===== config.mk =====
export PLATFORM = sky130hd
export DESIGN_NAME = dfc_cfg_bank
export DESIGN_NICKNAME = d
export VERILOG_FILES = /design/src/dfc_pkg.sv /design/src/dfc_cmd_reg.sv /design/src/dfc_cfg_bank.sv
export SDC_FILE = /design/constraint.sdc
export NUM_CORES = 1
export LEC_CHECK = 0
export BUFFER_PORTS_ARGS = -buffer_cell sky130_fd_sc_hd__buf_2
export CAP_MARGIN = 20
export CORE_MARGIN = 2
export CORE_UTILIZATION = 34
export CTS_BUF_LIST = sky130_fd_sc_hd__clkbuf_8
export DETAILED_ROUTE_END_ITERATION = 16
export PLACE_DENSITY = 0.88
export SETUP_SLACK_MARGIN = 0.02
export SLEW_MARGIN = 20
export SYNTH_ARGS = -nofsm -noshare
export SYNTH_HDL_FRONTEND = slang
export SYNTH_SLANG_ARGS = --single-unit

===== constraint.sdc =====
create_clock -name clk -period 3.85 [get_ports clk]
set_clock_uncertainty 0.15 [all_clocks]
set_input_delay 0.9625 -clock clk [delete_from_list [all_inputs] [get_ports clk]]
set_output_delay 0.9625 -clock clk [all_outputs]
set_load 0.02 [all_outputs]

===== src/dfc_pkg.sv =====
// dfc_pkg: constants for the display function 1 identification, command and status bank.
// assumes a dword-wide configuration port; byte offsets are those of the configuration header.
package dfc_pkg;

  // byte offsets in configuration space
  localparam logic [7:0]  DFC_OFS_DEVICE_IDENT  = 8'h02;
  localparam logic [7:0]  DFC_OFS_CMD_CONTROL   = 8'h04;
  localparam logic [7:0]  DFC_OFS_STATUS_REPORT = 8'h06;

  // dword index of each register (byte offset divided by four)
  localparam logic [5:0]  DFC_DW_IDENT  = DFC_OFS_DEVICE_IDENT[7:2];
  localparam logic [5:0]  DFC_DW_CMDSTS = DFC_OFS_CMD_CONTROL[7:2];

  // identifier value: arbitrary, differs from the function 0 identifier
  localparam logic [15:0] DFC_DEVICE_IDENT_NUMBER = 16'h5A3C;

  // command register layout
  localparam logic [15:0] DFC_CMD_RESET    = 16'h0000;
  localparam int          DFC_CMD_IO_BIT   = 0;
  localparam int          DFC_CMD_MEM_BIT  = 1;
  localparam int          DFC_CMD_BME_BIT  = 2;
  localparam int          DFC_CMD_RW_WIDTH = 3;

  // status register: constant pattern, bit 7 and bit 4 set
  localparam logic [15:0] DFC_STATUS_VALUE = 16'h0090;

  localparam logic [31:0] DFC_ZERO_WORD    = 32'h0000_0000;

endpackage


===== src/dfc_cmd_reg.sv =====
// dfc_cmd_reg: the three writable command bits of function 1.
// assumes write strobe and byte enable are already decoded for the command dword.
`timescale 1ns/1ps
`default_nettype none

module dfc_cmd_reg
  import dfc_pkg::*;
(
  // clock and reset
  input  wire logic                        clk,
  input  wire logic                        reset,
  // write side
  input  wire logic                        wr_en,
  input  wire logic                        wr_lane0,
  input  wire logic [7:0]                  wr_byte,
  // held command bits
  output logic      [DFC_CMD_RW_WIDTH-1:0] cmd_bits
);

  typedef struct packed {
    logic [DFC_CMD_RW_WIDTH-1:0] cmd;
  } dfc_cmd_state_t;

  dfc_cmd_state_t state_ff;
  dfc_cmd_state_t nxt_state;

  // only the low byte lane carries writable bits; upper lane writes fall away
  always_comb begin
    nxt_state = state_ff;
    if (wr_en && wr_lane0) begin
      nxt_state.cmd = wr_byte[DFC_CMD_RW_WIDTH-1:0];
    end
  end

  // reset clears all enables so the function starts silent
  always_ff @(posedge clk) begin
    if (reset) begin
      state_ff.cmd <= DFC_CMD_RESET[DFC_CMD_RW_WIDTH-1:0];
    end else begin
      state_ff <= nxt_state;
    end
  end

  assign cmd_bits = state_ff.cmd;

endmodule
`default_nettype wire


===== src/dfc_cfg_bank.sv =====
// dfc_cfg_bank: identification, command and status registers of display function 1,
// with the enables gating memory, io and bus-master activity of the function.
// assumes cfg_valid is already decoded for bus 0, device 2, function 1 by the host.
`timescale 1ns/1ps
`default_nettype none

module dfc_cfg_bank
  import dfc_pkg::*;
(
  // clock and reset
  input  wire logic        clk,
  input  wire logic        reset,
  // configuration request
  input  wire logic        cfg_valid,
  input  wire logic        cfg_write,
  input  wire logic [5:0]  cfg_dword_addr,
  input  wire logic [3:0]  cfg_byte_en,
  input  wire logic [31:0] cfg_wdata,
  // configuration answer
  output logic             cfg_done,
  output logic      [31:0] cfg_rdata,
  // decode hits from the function's address decoders
  input  wire logic        mem_access_hit,
  input  wire logic        io_access_hit,
  // mastering request from the display engine
  input  wire logic        master_request,
  // gated results
  output logic             mem_claim,
  output logic             io_claim,
  output logic             master_grant,
  output logic             system_error,
  // enable levels for the rest of the function
  output logic             bus_master_enable,
  output logic             memory_space_enable,
  output logic             io_space_enable
);

  typedef struct packed {
    logic        done;
    logic [31:0] rdata;
    logic        mem_claim;
    logic        io_claim;
    logic        grant;
    logic        serr;
  } dfc_bank_state_t;

  dfc_bank_state_t                   state_ff;
  dfc_bank_state_t                   nxt_state;
  logic [DFC_CMD_RW_WIDTH-1:0]       cmd_bits;
  logic                              cmd_wr_en;
  logic [15:0]                       cmd_word;

  // the command dword is the only writable target
  assign cmd_wr_en = cfg_valid && cfg_write && (cfg_dword_addr == DFC_DW_CMDSTS);

  dfc_cmd_reg u_cmd (
    .clk      (clk),
    .reset    (reset),
    .wr_en    (cmd_wr_en),
    .wr_lane0 (cfg_byte_en[0]),
    .wr_byte  (cfg_wdata[7:0]),
    .cmd_bits (cmd_bits)
  );

  // hardwired command bits 15:3 are zero padding around the writable field
  assign cmd_word = {13'h0000, cmd_bits};

  // next-state: answer every request one cycle later, gate traffic by enables
  always_comb begin
    nxt_state       = state_ff;
    nxt_state.done  = cfg_valid;
    nxt_state.rdata = DFC_ZERO_WORD;
    if (cfg_valid && !cfg_write) begin
      case (cfg_dword_addr)
        DFC_DW_IDENT: begin
          // low half (vendor) is outside this bank and reads zero here
          nxt_state.rdata = {DFC_DEVICE_IDENT_NUMBER, 16'h0000};
        end
        DFC_DW_CMDSTS: begin
          nxt_state.rdata = {DFC_STATUS_VALUE, cmd_word};
        end
        default: begin
          nxt_state.rdata = DFC_ZERO_WORD;
        end
      endcase
    end
    nxt_state.mem_claim = mem_access_hit && cmd_bits[DFC_CMD_MEM_BIT];
    nxt_state.io_claim  = io_access_hit && cmd_bits[DFC_CMD_IO_BIT];
    nxt_state.grant     = master_request && cmd_bits[DFC_CMD_BME_BIT];
    // parity trouble is never escalated, so system error stays low for good
    nxt_state.serr      = 1'b0;
  end

  // single state register for the bank
  always_ff @(posedge clk) begin
    if (reset) begin
      state_ff.done      <= 1'b0;
      state_ff.rdata     <= DFC_ZERO_WORD;
      state_ff.mem_claim <= 1'b0;
      state_ff.io_claim  <= 1'b0;
      state_ff.grant     <= 1'b0;
      state_ff.serr      <= 1'b0;
    end else begin
      state_ff <= nxt_state;
    end
  end

  // outputs straight from flops (the enables come from the command flops)
  assign cfg_done            = state_ff.done;
  assign cfg_rdata           = state_ff.rdata;
  assign mem_claim           = state_ff.mem_claim;
  assign io_claim            = state_ff.io_claim;
  assign master_grant        = state_ff.grant;
  assign system_error        = state_ff.serr;
  assign bus_master_enable   = cmd_bits[DFC_CMD_BME_BIT];
  assign memory_space_enable = cmd_bits[DFC_CMD_MEM_BIT];
  assign io_space_enable     = cmd_bits[DFC_CMD_IO_BIT];
endmodule
`default_nettype wire


* After elaboration in Yosys (flattened, before gate mapping)
Cells that the tools add are included.
** Storage, ports and cells
- Register bits after elaboration :: 40
- Bits in latches :: 0
- Memory bits (writable) :: 0
- ROM bits :: 0
- Input bits :: 49
- Output and inout port bits :: 40
- Logic and storage cells :: 20
- Memories kept :: 0
** Cells by class
- Add/sub/neg operators :: 0
- Multiply operators :: 0
- Divide/modulo/power cells :: 0
- Order comparisons :: 0
- Equal/unequal tests :: 1
- Shifts and indexed selects :: 0
- Multiplexer cells :: 1
- Bitwise operators :: 1
- Reductions and logical operators :: 10
** Operators by type and width (count)
- $pmux W31 S2 :: 1
- $logic_and A1 B1 Y1 :: 7
- $eq A6 B1 Y1 const B :: 1
- $logic_not A6 Y1 :: 1
- $reduce_or A2 Y1 :: 1
- $logic_not A1 Y1 :: 1
- $not A1 Y1 :: 1

* Longest topological paths before layout
Gate-level depths: netlist of run 1.
- Word-level depth :: 4
- Depth in mapped cells :: 4

* Cells and area by module
A second synthesis of run 1 with hierarchy kept.
** Second synthesis, totals
- Cell total of the unflattened synthesis :: 74
- Area, all modules :: 671.9 µm²
** By module, submodules not included
- dfc_cfg_bank :: times used 1, cells each 62, area an instance 551.8 µm², seq. area each 200.2 µm²
- dfc_cmd_reg :: times used 1, cells each 12, area an instance 120.1 µm², seq. area each 60.1 µm²

* Least setup slack after synthesis of run 1
No wires, ideal clock.
- Path type :: input to register
- Start :: input cfg_dword_addr[1]
- End :: register u_cmd.state_ff (netlist bit u_cmd.cmd_bits[2])
- Library setup time :: 116 ps
- Arrival :: 1706 ps
- Data required time :: 3584 ps
- Setup slack :: 1878 ps
- Stages on the path :: 3
- Cell sequence :: nor4b_4 -> a311oi_1 -> a41o_1
** On the way
- Longest elaborated chain between the ends :: 3
** RTL lines
- from (decl) :: RTL line dfc_cfg_bank.sv:16 : input wire logic [5:0] cfg_dword_addr,
- $eq A6 B1 Y1 :: RTL line dfc_cfg_bank.sv:54 : assign cmd_wr_en = cfg_valid && cfg_write && (cfg_dword_addr == DFC_DW_CMDSTS);
- $logic_and A1 B1 Y1 :: RTL line dfc_cfg_bank.sv:54
- $logic_and A1 B1 Y1 :: RTL line dfc_cmd_reg.sv:30 : if (wr_en && wr_lane0) begin
- to (signal assigned) :: RTL line dfc_cmd_reg.sv:40 : state_ff <= nxt_state;
- to (decl) :: RTL line dfc_cmd_reg.sv:24 : dfc_cmd_state_t state_ff;
No other way between the ends.
A chain may end at the register's enable or synchronous reset.

* Worst setup path after layout of run 1
Ends and elaborated chain as after synthesis.

==> results.toml, run 1 <==
[floorplan]
dieArea_mm2 = 0.002288
fp.coreArea_mm2 = 0.001764
io-pin-count = 89
die_x_um = 47.83
die_h_um = 47.83
start_util_pct = 37.02
rows = 15

[worst_setup_path]
path_class = "in2reg"
cp-end-kind = "flip-flop"
path_max_fanout = 8
timing.rr.start = "u_cmd.cmd_bits[2]"
r2r-end = "u_cmd.cmd_bits[2]"
rrSetupSlack_ps = 2880
critPathCapture = "u_cmd.cmd_bits[2]"
crit_arrival_ps = 1950
worstRegToRegCells = 3
critPathLaunch = "cfg_dword_addr[1]"
critical_path_required_ps = 3840
cp-start-kind = "input port"

[global_route]
grt.total_usage_pct = 10.06
grt_busiest_layer = "met2"
grt_util_met3_pct = 5.660
grt_max_degree = 12
grt-ovfl-total = 0
use_met2_pct = 17.60
grt_pass1_vias = 388
use_met1_pct = 8.696
grt_antenna_before_repair = 0
grt_pass1_wl_um = 1497

[sta]
finalSetupTns_ps = 0
worst_slack_ps = 1888
finalWorstPathRequiredPeriod_ps = 1962
hold_viol_final = 0
slew_viol_final = 0
fin_crit_sh_pct = 50.96
fmax_mhz = 509.7
finalSetupViolations = 0
rsz0062_at_grt = "no"

[drt]
postRouteAntennaNets = 0
wl_per_cell_um = 8.992
firstDrtPassIters = 1
vias_per_cell = 3.984
drc = 0
num_vias = 514
detail_route.wirelength_um = 1160
initialDrtViolationCount = 0

[logic_synthesis]
syn_area_um2 = 653.1
synth_area_leaders = "dfxtp_1, buf_4, nor2_1"
synth_common_cells = "buf_4, dfxtp_1, nor2_1"
synth-seq-area-share_pct = 39.85
synth-seq-cells = 13
synth_edf_count = 0
synth_top_area_share_pct = 39.85
synth_cell_types = 17
syn_inst = 74
yosysWarningCount = 0
synth_largest_area_cell = "dfxtp_1"
yosysMostFrequentCell = "buf_4"
async_flop_share_pct = 0
synth_flop_cell = "dfxtp_1"
syn_area_per_cell_um2 = 8.826

[cts]
cts_resized = 0
h-tree-depth = 1
postCtsSetupRepairBufs = 0
cts_buffer_depth = 2
clk_latency_ps = 240
numCtsBuffers = 3
clk_pin_slew_ps = 60
cts_tree = "built"
clock-root-buffer = "clkbuf_8"
clock-sinks = 13
holdBufCountCts = 0

[pwr]
leakagePower_nw = 0.4310
ir_drop_mv = 0.1654
powerDensity_mw_per_mm2 = 373.6

[finish]
nets = 154
diodes = 0
multiInputGateArea_um2 = 242.7
seqCellArea_um2 = 260.3
final_layout_size_suffix_gt1_share_pct = 39.42
synthToLayoutAreaGrowth_pct = 17.82
n_fill_cell = 202

[min_path]
hp-class = "reg2reg"

[placed_design]
pre_cts_ws_ps = 1627
dp_hpwl_um = 975
portBuffers = 35
gp_congestion = 0.6960

[flow_run]
max_cap_violations = 0

[run_status]
status = "finished clean"
[how the worst min path moves through the flow]
| stage | from | to | slack [ps] | cells after the start |
|---|---|---|---|---|
| global route | u_cmd.cmd_bits[1] | mem_claim | 310 | 2 |
| detailed placement | u_cmd.cmd_bits[0] | io_claim | 290 | 2 |
| finish | u_cmd.cmd_bits[0] | io_claim | 300 | 2 |
| global placement | u_cmd.cmd_bits[1] | mem_claim | 290 | 2 |
| floorplan | u_cmd.cmd_bits[0] | io_claim | 370 | 2 |
| CTS | u_cmd.cmd_bits[0] | io_claim | 300 | 2 |
[cell families after synthesis]
kind of cell,count (synthesis),synth area share [%]
buffers and inverters,33,34.48
and+or+nand+nor,21,18.01
other,1,0.5742
AOI/OAI and AO/OA,6,7.089
DFF,13,39.85
[layout make-up]
type                    instances  area share, %
inverters                       4          1.951
clock buffers                   3          5.366
multi-input cells              48          31.54
clock inverters                 1         0.4878
flip-flops and latches         13          33.82
repair buffers                 35          22.76
well taps                      25          4.065
[power by group]
part	switching (mW)	total, mW	internal [mW]
clock network	0.0458	0.116	0.0702
logic	0.0276	0.0360	0.00833
registers	0.000164	0.136	0.135
[per-stage QoR]
| stage | instances | util (%) | total power, mW | cell area [um^2] | hold slack, ps |
|---|---|---|---|---|---|
| 4_1_cts | 129 | 43.62 | 0.2894 | 769.5 | 295.5 |
| 5_1_grt | 129 | 43.62 | 0.2987 | 769.5 | 313.7 |
| 3_5_place_dp | 125 | 41.06 | 0.1740 | 724.4 | 285.6 |
| 3_3_place_gp | 125 | 41.06 | 0.1730 | 724.4 | 288.3 |
| 2_1_floorplan | 94 | - | 0.1794 | 728.2 | 367.8 |
| 6_report | 129 | 43.62 | 0.2875 | 769.5 | 299.9 |
[layout by cell type (no fill, tap or decap)]
cell,instances
buf_2,35
conb_1,21
dfxtp_1,13
nor2_1,8
inv_1,5
nand2_1,4
nand4_1,3
clkbuf_8,3
nor2b_1,2
a31o_2,2
a21oi_1,2
nor4b_4,1
and3_1,1
a311oi_1,1
a41o_1,1
nor4_1,1
nor3_1,1
[state kept, by name, summed over array words and instances (netlist names)]
signal,count
master_grant,1
cfg_done,1
mem_claim,1
io_claim,1
u_cmd.cmd_bits,3
cfg_rdata,6
[layer usage]
metal,vias up,wire length (um)
li1,252,-
met1,221,432
met2,39,530
met3,2,183
met4,0,13
met5,-,0
[worst max-delay path, cell delays in order]
cell      delay (ps)
buf_2            110
nor4b_4          470
a311oi_1         170
a41o_1           230
Power figures use the tool's default switching activity.
==> run 2, diff against run 1 <==
Settings changed: CORE_UTILIZATION 34 to 28, PLACE_DENSITY 0.88 to 0.77.
Clock period 3.85 ns to 1.72 ns, I/O delays scaled along.
==> run 2 against run 1 <==
Against the previous run: cell area increased by 2.4%; count of clock-buffer cells in the layout unchanged; sequential power increased by 120%; die area increased by 20%; sequential share of layout area decreased by 0.81 points; setup slack got worse by 1600 ps.
==> results.toml, run 2 (synthesized netlist as in run 1, its figures left out) <==
[finish]
final_cell_mix = "buf_2, conb_1, dfxtp_1"
fin_util_pct = 35.63
final_layout_size_suffix_gt1_share_pct = 40.57
multiInputGateArea_um2 = 242.7
largest_reg_flops = 6
final_common_cell = "buf_2"
synthToLayoutAreaGrowth_pct = 20.69
n_fill_cell = 227
nets = 156
seqCellArea_um2 = 260.3
stdcell_count = 134
final_cell_area_um2 = 788.3
diodes = 0

[cts]
postCtsSetupRepairBufs = 0
clk_pin_slew_ps = 50
clock-root-buffer = "clkbuf_8"
holdBufCountCts = 0
cts_buffer_depth = 2
cts_resized = 0
clk_latency_ps = 240
clock-sinks = 13
h-tree-depth = 1
cts_tree = "built"
numCtsBuffers = 3

[min_path]
hp-start = "cfg_dword_addr[0]"
min_to = "cfg_rdata[28]"
worstHoldPathCells = 2
hp-class = "in2reg"

[floorplan]
io-pin-count = 89
start_util_pct = 29.52
fp.coreArea_mm2 = 0.002212
rows = 17
die_h_um = 52.30
die_x_um = 52.30
dieArea_mm2 = 0.002735

[worst_setup_path]
timing.rr.start = "u_cmd.cmd_bits[2]"
r2r-end = "u_cmd.cmd_bits[2]"
rrSetupSlack_ps = 780
crit_family = "flip-flops"
critical_path_required_ps = 1140
path_max_fanout = 7
crit_arrival_ps = 820
path_class = "reg2out"
cp-end-kind = "output pin"
worstRegToRegCells = 3
slowest_delay_ps = 390
cp-start-kind = "flip-flop"
cpMaxStageDelayCell = "dfxtp_1"
crit_buf_inv = 1
critical_path.cell_chain = "buf_2"

[global_route]
grt.total_usage_pct = 8.462
grt_max_degree = 12
grt_antenna_before_repair = 0
grt-ovfl-total = 0
grt_pass1_wl_um = 1649
grt_pass1_vias = 425

[sta]
slew_viol_final = 0
worst_slack_ps = 316.2
hold_viol_final = 0
rsz0062_at_grt = "no"
fin_crit_sh_pct = 81.61
fmax_mhz = 712.4
finalWorstPathRequiredPeriod_ps = 1404
finalSetupTns_ps = 0
finalSetupViolations = 0

[placed_design]
dp_hpwl_um = 923
portBuffers = 35
pre_cts_ws_ps = 153.4
gp_congestion = 0.7460
placed_cells = 130
post_dp_cell_area_um2 = 743.2

[drt]
num_vias = 520
firstDrtPassIters = 3
detail_route.wirelength_um = 1137
postRouteAntennaNets = 0
wl_per_cell_um = 8.485
initialDrtViolationCount = 8
drc = 0
vias_per_cell = 3.881

[pwr]
leakagePower_nw = 0.4415
ir_drop_mv = 0.2528
powerDensity_mw_per_mm2 = 815.2

[run_status]
status = "finished clean"

[flow_run]
max_cap_violations = 0
[run 2: cell count changes in the layout (fill, tap and decap cells not counted)]
cell   delta
buf_4     +2
[run 2: worst max path at each step]
stage,startpoint,endpoint,slack [ps],cells past startpoint
after detailed placement,cfg_dword_addr[1],u_cmd.cmd_bits[1],150,5
final,cfg_rdata[28],cfg_rdata[27],320,1
after floorplan,cfg_dword_addr[1],u_cmd.cmd_bits[2],280,3
after global routing,cfg_rdata[28],cfg_rdata[21],250,1
after global placement,cfg_dword_addr[1],u_cmd.cmd_bits[0],170,5
after CTS,cfg_rdata[28],cfg_rdata[27],300,1
[run 2: area by class of cell]
cell class	instances	area share, %
multi-input cells	48	30.79
well taps	28	4.444
flip-flops and latches	13	33.02
clock buffers	3	5.238
clock inverters	1	0.4762
repair buffers	37	24.13
inverters	4	1.905
[run 2: routing by layer]
metal  track usage [%]  vias up  routed length [um]
met3             1.714        4                 163
met1             7.867      219                 395
li1                  -      258                   -
met4             8.974        0                  40
met2             14.58       39                 537
met5                 0        -                   0
[run 2: metrics by stage]
| step | power [mW] | hold WS [ps] |
|---|---|---|
| floorplan | 0.4016 | 357.3 |
| detailed placement | 0.3912 | 287.4 |
| finish | 0.6426 | 245.0 |
| global route | 0.6663 | 245.2 |
| global placement | 0.3900 | 289.9 |
| CTS | 0.6495 | 235.4 |
[run 2: where the power goes]
| part | internal (mW) | switching [mW] |
|---|---|---|
| sequential | 0.303 | 0.000366 |
| clock | 0.157 | 0.0993 |
| combinational | 0.0208 | 0.0620 |
==> run 3, diff against run 2 <==
Clock period 1.72 ns to 1.13 ns, I/O delays scaled along.
==> run 3 against run 2 <==
Against the previous run: the flow now finishes with violations (setup timing); hold slack worse by 130 ps; total power up 55%; combinational power up 79%; critical endpoint unchanged.
==> results.toml, run 3 (synthesized netlist as in run 1, its figures left out) <==
[run_status]
status = "finished, violations left"
violations = "setup timing"

[placed_design]
portBuffers = 35
dp_hpwl_um = 996.1
gp_congestion = 0.7619
pre_cts_ws_ps = -237.8

[finish]
synthToLayoutAreaGrowth_pct = 52.68
final_layout_size_suffix_gt1_share_pct = 58.41
final_common_cell = "conb_1"
nets = 163
final_cell_mix = "conb_1, buf_4, buf_2, buf_6, dfxtp_2"
diodes = 0
largest_reg_flops = 6

[floorplan]
start_util_pct = 29.52
io-pin-count = 89
rows = 17
fp.coreArea_mm2 = 0.002212
dieArea_mm2 = 0.002735
die_h_um = 52.30
die_x_um = 52.30

[worst_setup_path]
path_max_fanout = 7
path_class = "reg2out"
critical_path_required_ps = 700
cpMaxStageDelayCell = "dfxtp_4"
cp-start-kind = "flip-flop"
slowest_delay_ps = 360
crit_arrival_ps = 750
critical_path.cell_chain = "buf_4"
crit_buf_inv = 1
cp-end-kind = "output pin"
crit_family = "flip-flops"

[sta]
fin_crit_sh_pct = 104.8
finalSetupViolations = 7
hold_viol_final = 0
holdWs_ps = 112.0
rsz0062_at_grt = "yes"
worst_slack_ps = -54.44
slew_viol_final = 0
fmax_mhz = 844.3
finalWorstPathRequiredPeriod_ps = 1184
finalSetupTns_ps = -375.6

[flow_run]
max_cap_violations = 0

[cts]
cts_buffer_depth = 2
numCtsBuffers = 3
clk_pin_slew_ps = 50
holdBufCountCts = 0
clock-root-buffer = "clkbuf_8"
cts_tree = "built"
clk_latency_ps = 230
clock-sinks = 13
h-tree-depth = 1

[drt]
num_vias = 552
drc = 0
vias_per_cell = 3.915
wl_per_cell_um = 9.099
detail_route.wirelength_um = 1283
postRouteAntennaNets = 0
initialDrtViolationCount = 2
firstDrtPassIters = 4

[global_route]
grt_max_degree = 9
grt.total_usage_pct = 9.232
grt_antenna_before_repair = 0
grt-ovfl-total = 0
grt_pass1_wl_um = 1773
grt_pass1_vias = 470

[pwr]
leakagePower_nw = 0.5019
powerDensity_mw_per_mm2 = 1001
ir_drop_mv = 0.4882

[min_path]
hp-class = "in2reg"
==> run 3: power breakdown <==
group          total, mW  internal, mW  switching, mW
sequential         0.461         0.459        0.00142
clock              0.389         0.239          0.150
combinational      0.148        0.0472          0.101
==> run 3: path summary, 6_finish.rpt <==
check                    startpoint           endpoint  slack, ps  cells past startpoint
hold / removal        io_access_hit           io_claim        110                      3
setup reg to reg  u_cmd.cmd_bits[2]  u_cmd.cmd_bits[2]         90                      4
hold reg to reg   u_cmd.cmd_bits[0]           io_claim        300                      2
setup / recovery      cfg_rdata[28]      cfg_rdata[27]        -50                      1
==> run 3: worst reg2reg max path, cell delays in order (launching register included) <==
cell and delay, ps:
dfxtp_2 320, buf_4 130, inv_1 70, a311oi_1 50, a41o_1 220
==> run 3: area by class of cell <==
| class | instances | area, um^2 |
|---|---|---|
| Fill cell | 222 | 1215 |
| Timing Repair Buffer | 44 | 347.8 |
| Sequential cell | 13 | 279.0 |
| Multi-Input combinational cell | 48 | 275.3 |
| Clock buffer | 3 | 41.29 |
| Tap cell | 28 | 35.03 |
| Inverter | 4 | 15.01 |
| Clock inverter | 1 | 3.754 |
==> run 3: timing repair <==
action                     in CTS  in global routing
buffers inserted                2                  1
setup endpoints to repair      24                 27
gates resized for setup        41                 10
pin swaps                       1                  7
==> run 3: per-layer routing <==
metal  GRT usage (%)  wire length [um]  vias to the layer above
li1                -                 -                      269
met1           8.028               380                      239
met5               0                 0                        -
met2           16.88               719                       40
met4           9.402                46                        0
met3           1.714               137                        4
==> run 3: metrics by stage <==
| step | area [um^2] | utilization (%) | std cells | total power [mW] |
|---|---|---|---|---|
| floorplan | 729.5 | - | 94 | 0.6112 |
| global placement | 774.5 | 35.01 | 134 | 0.6024 |
| detailed placement | 774.5 | 35.01 | 134 | 0.6050 |
| CTS | 948.4 | 42.87 | 140 | 1.002 |
| global route | 997.2 | 45.08 | 141 | 1.044 |
| finish | 997.2 | 45.08 | 141 | 0.9981 |
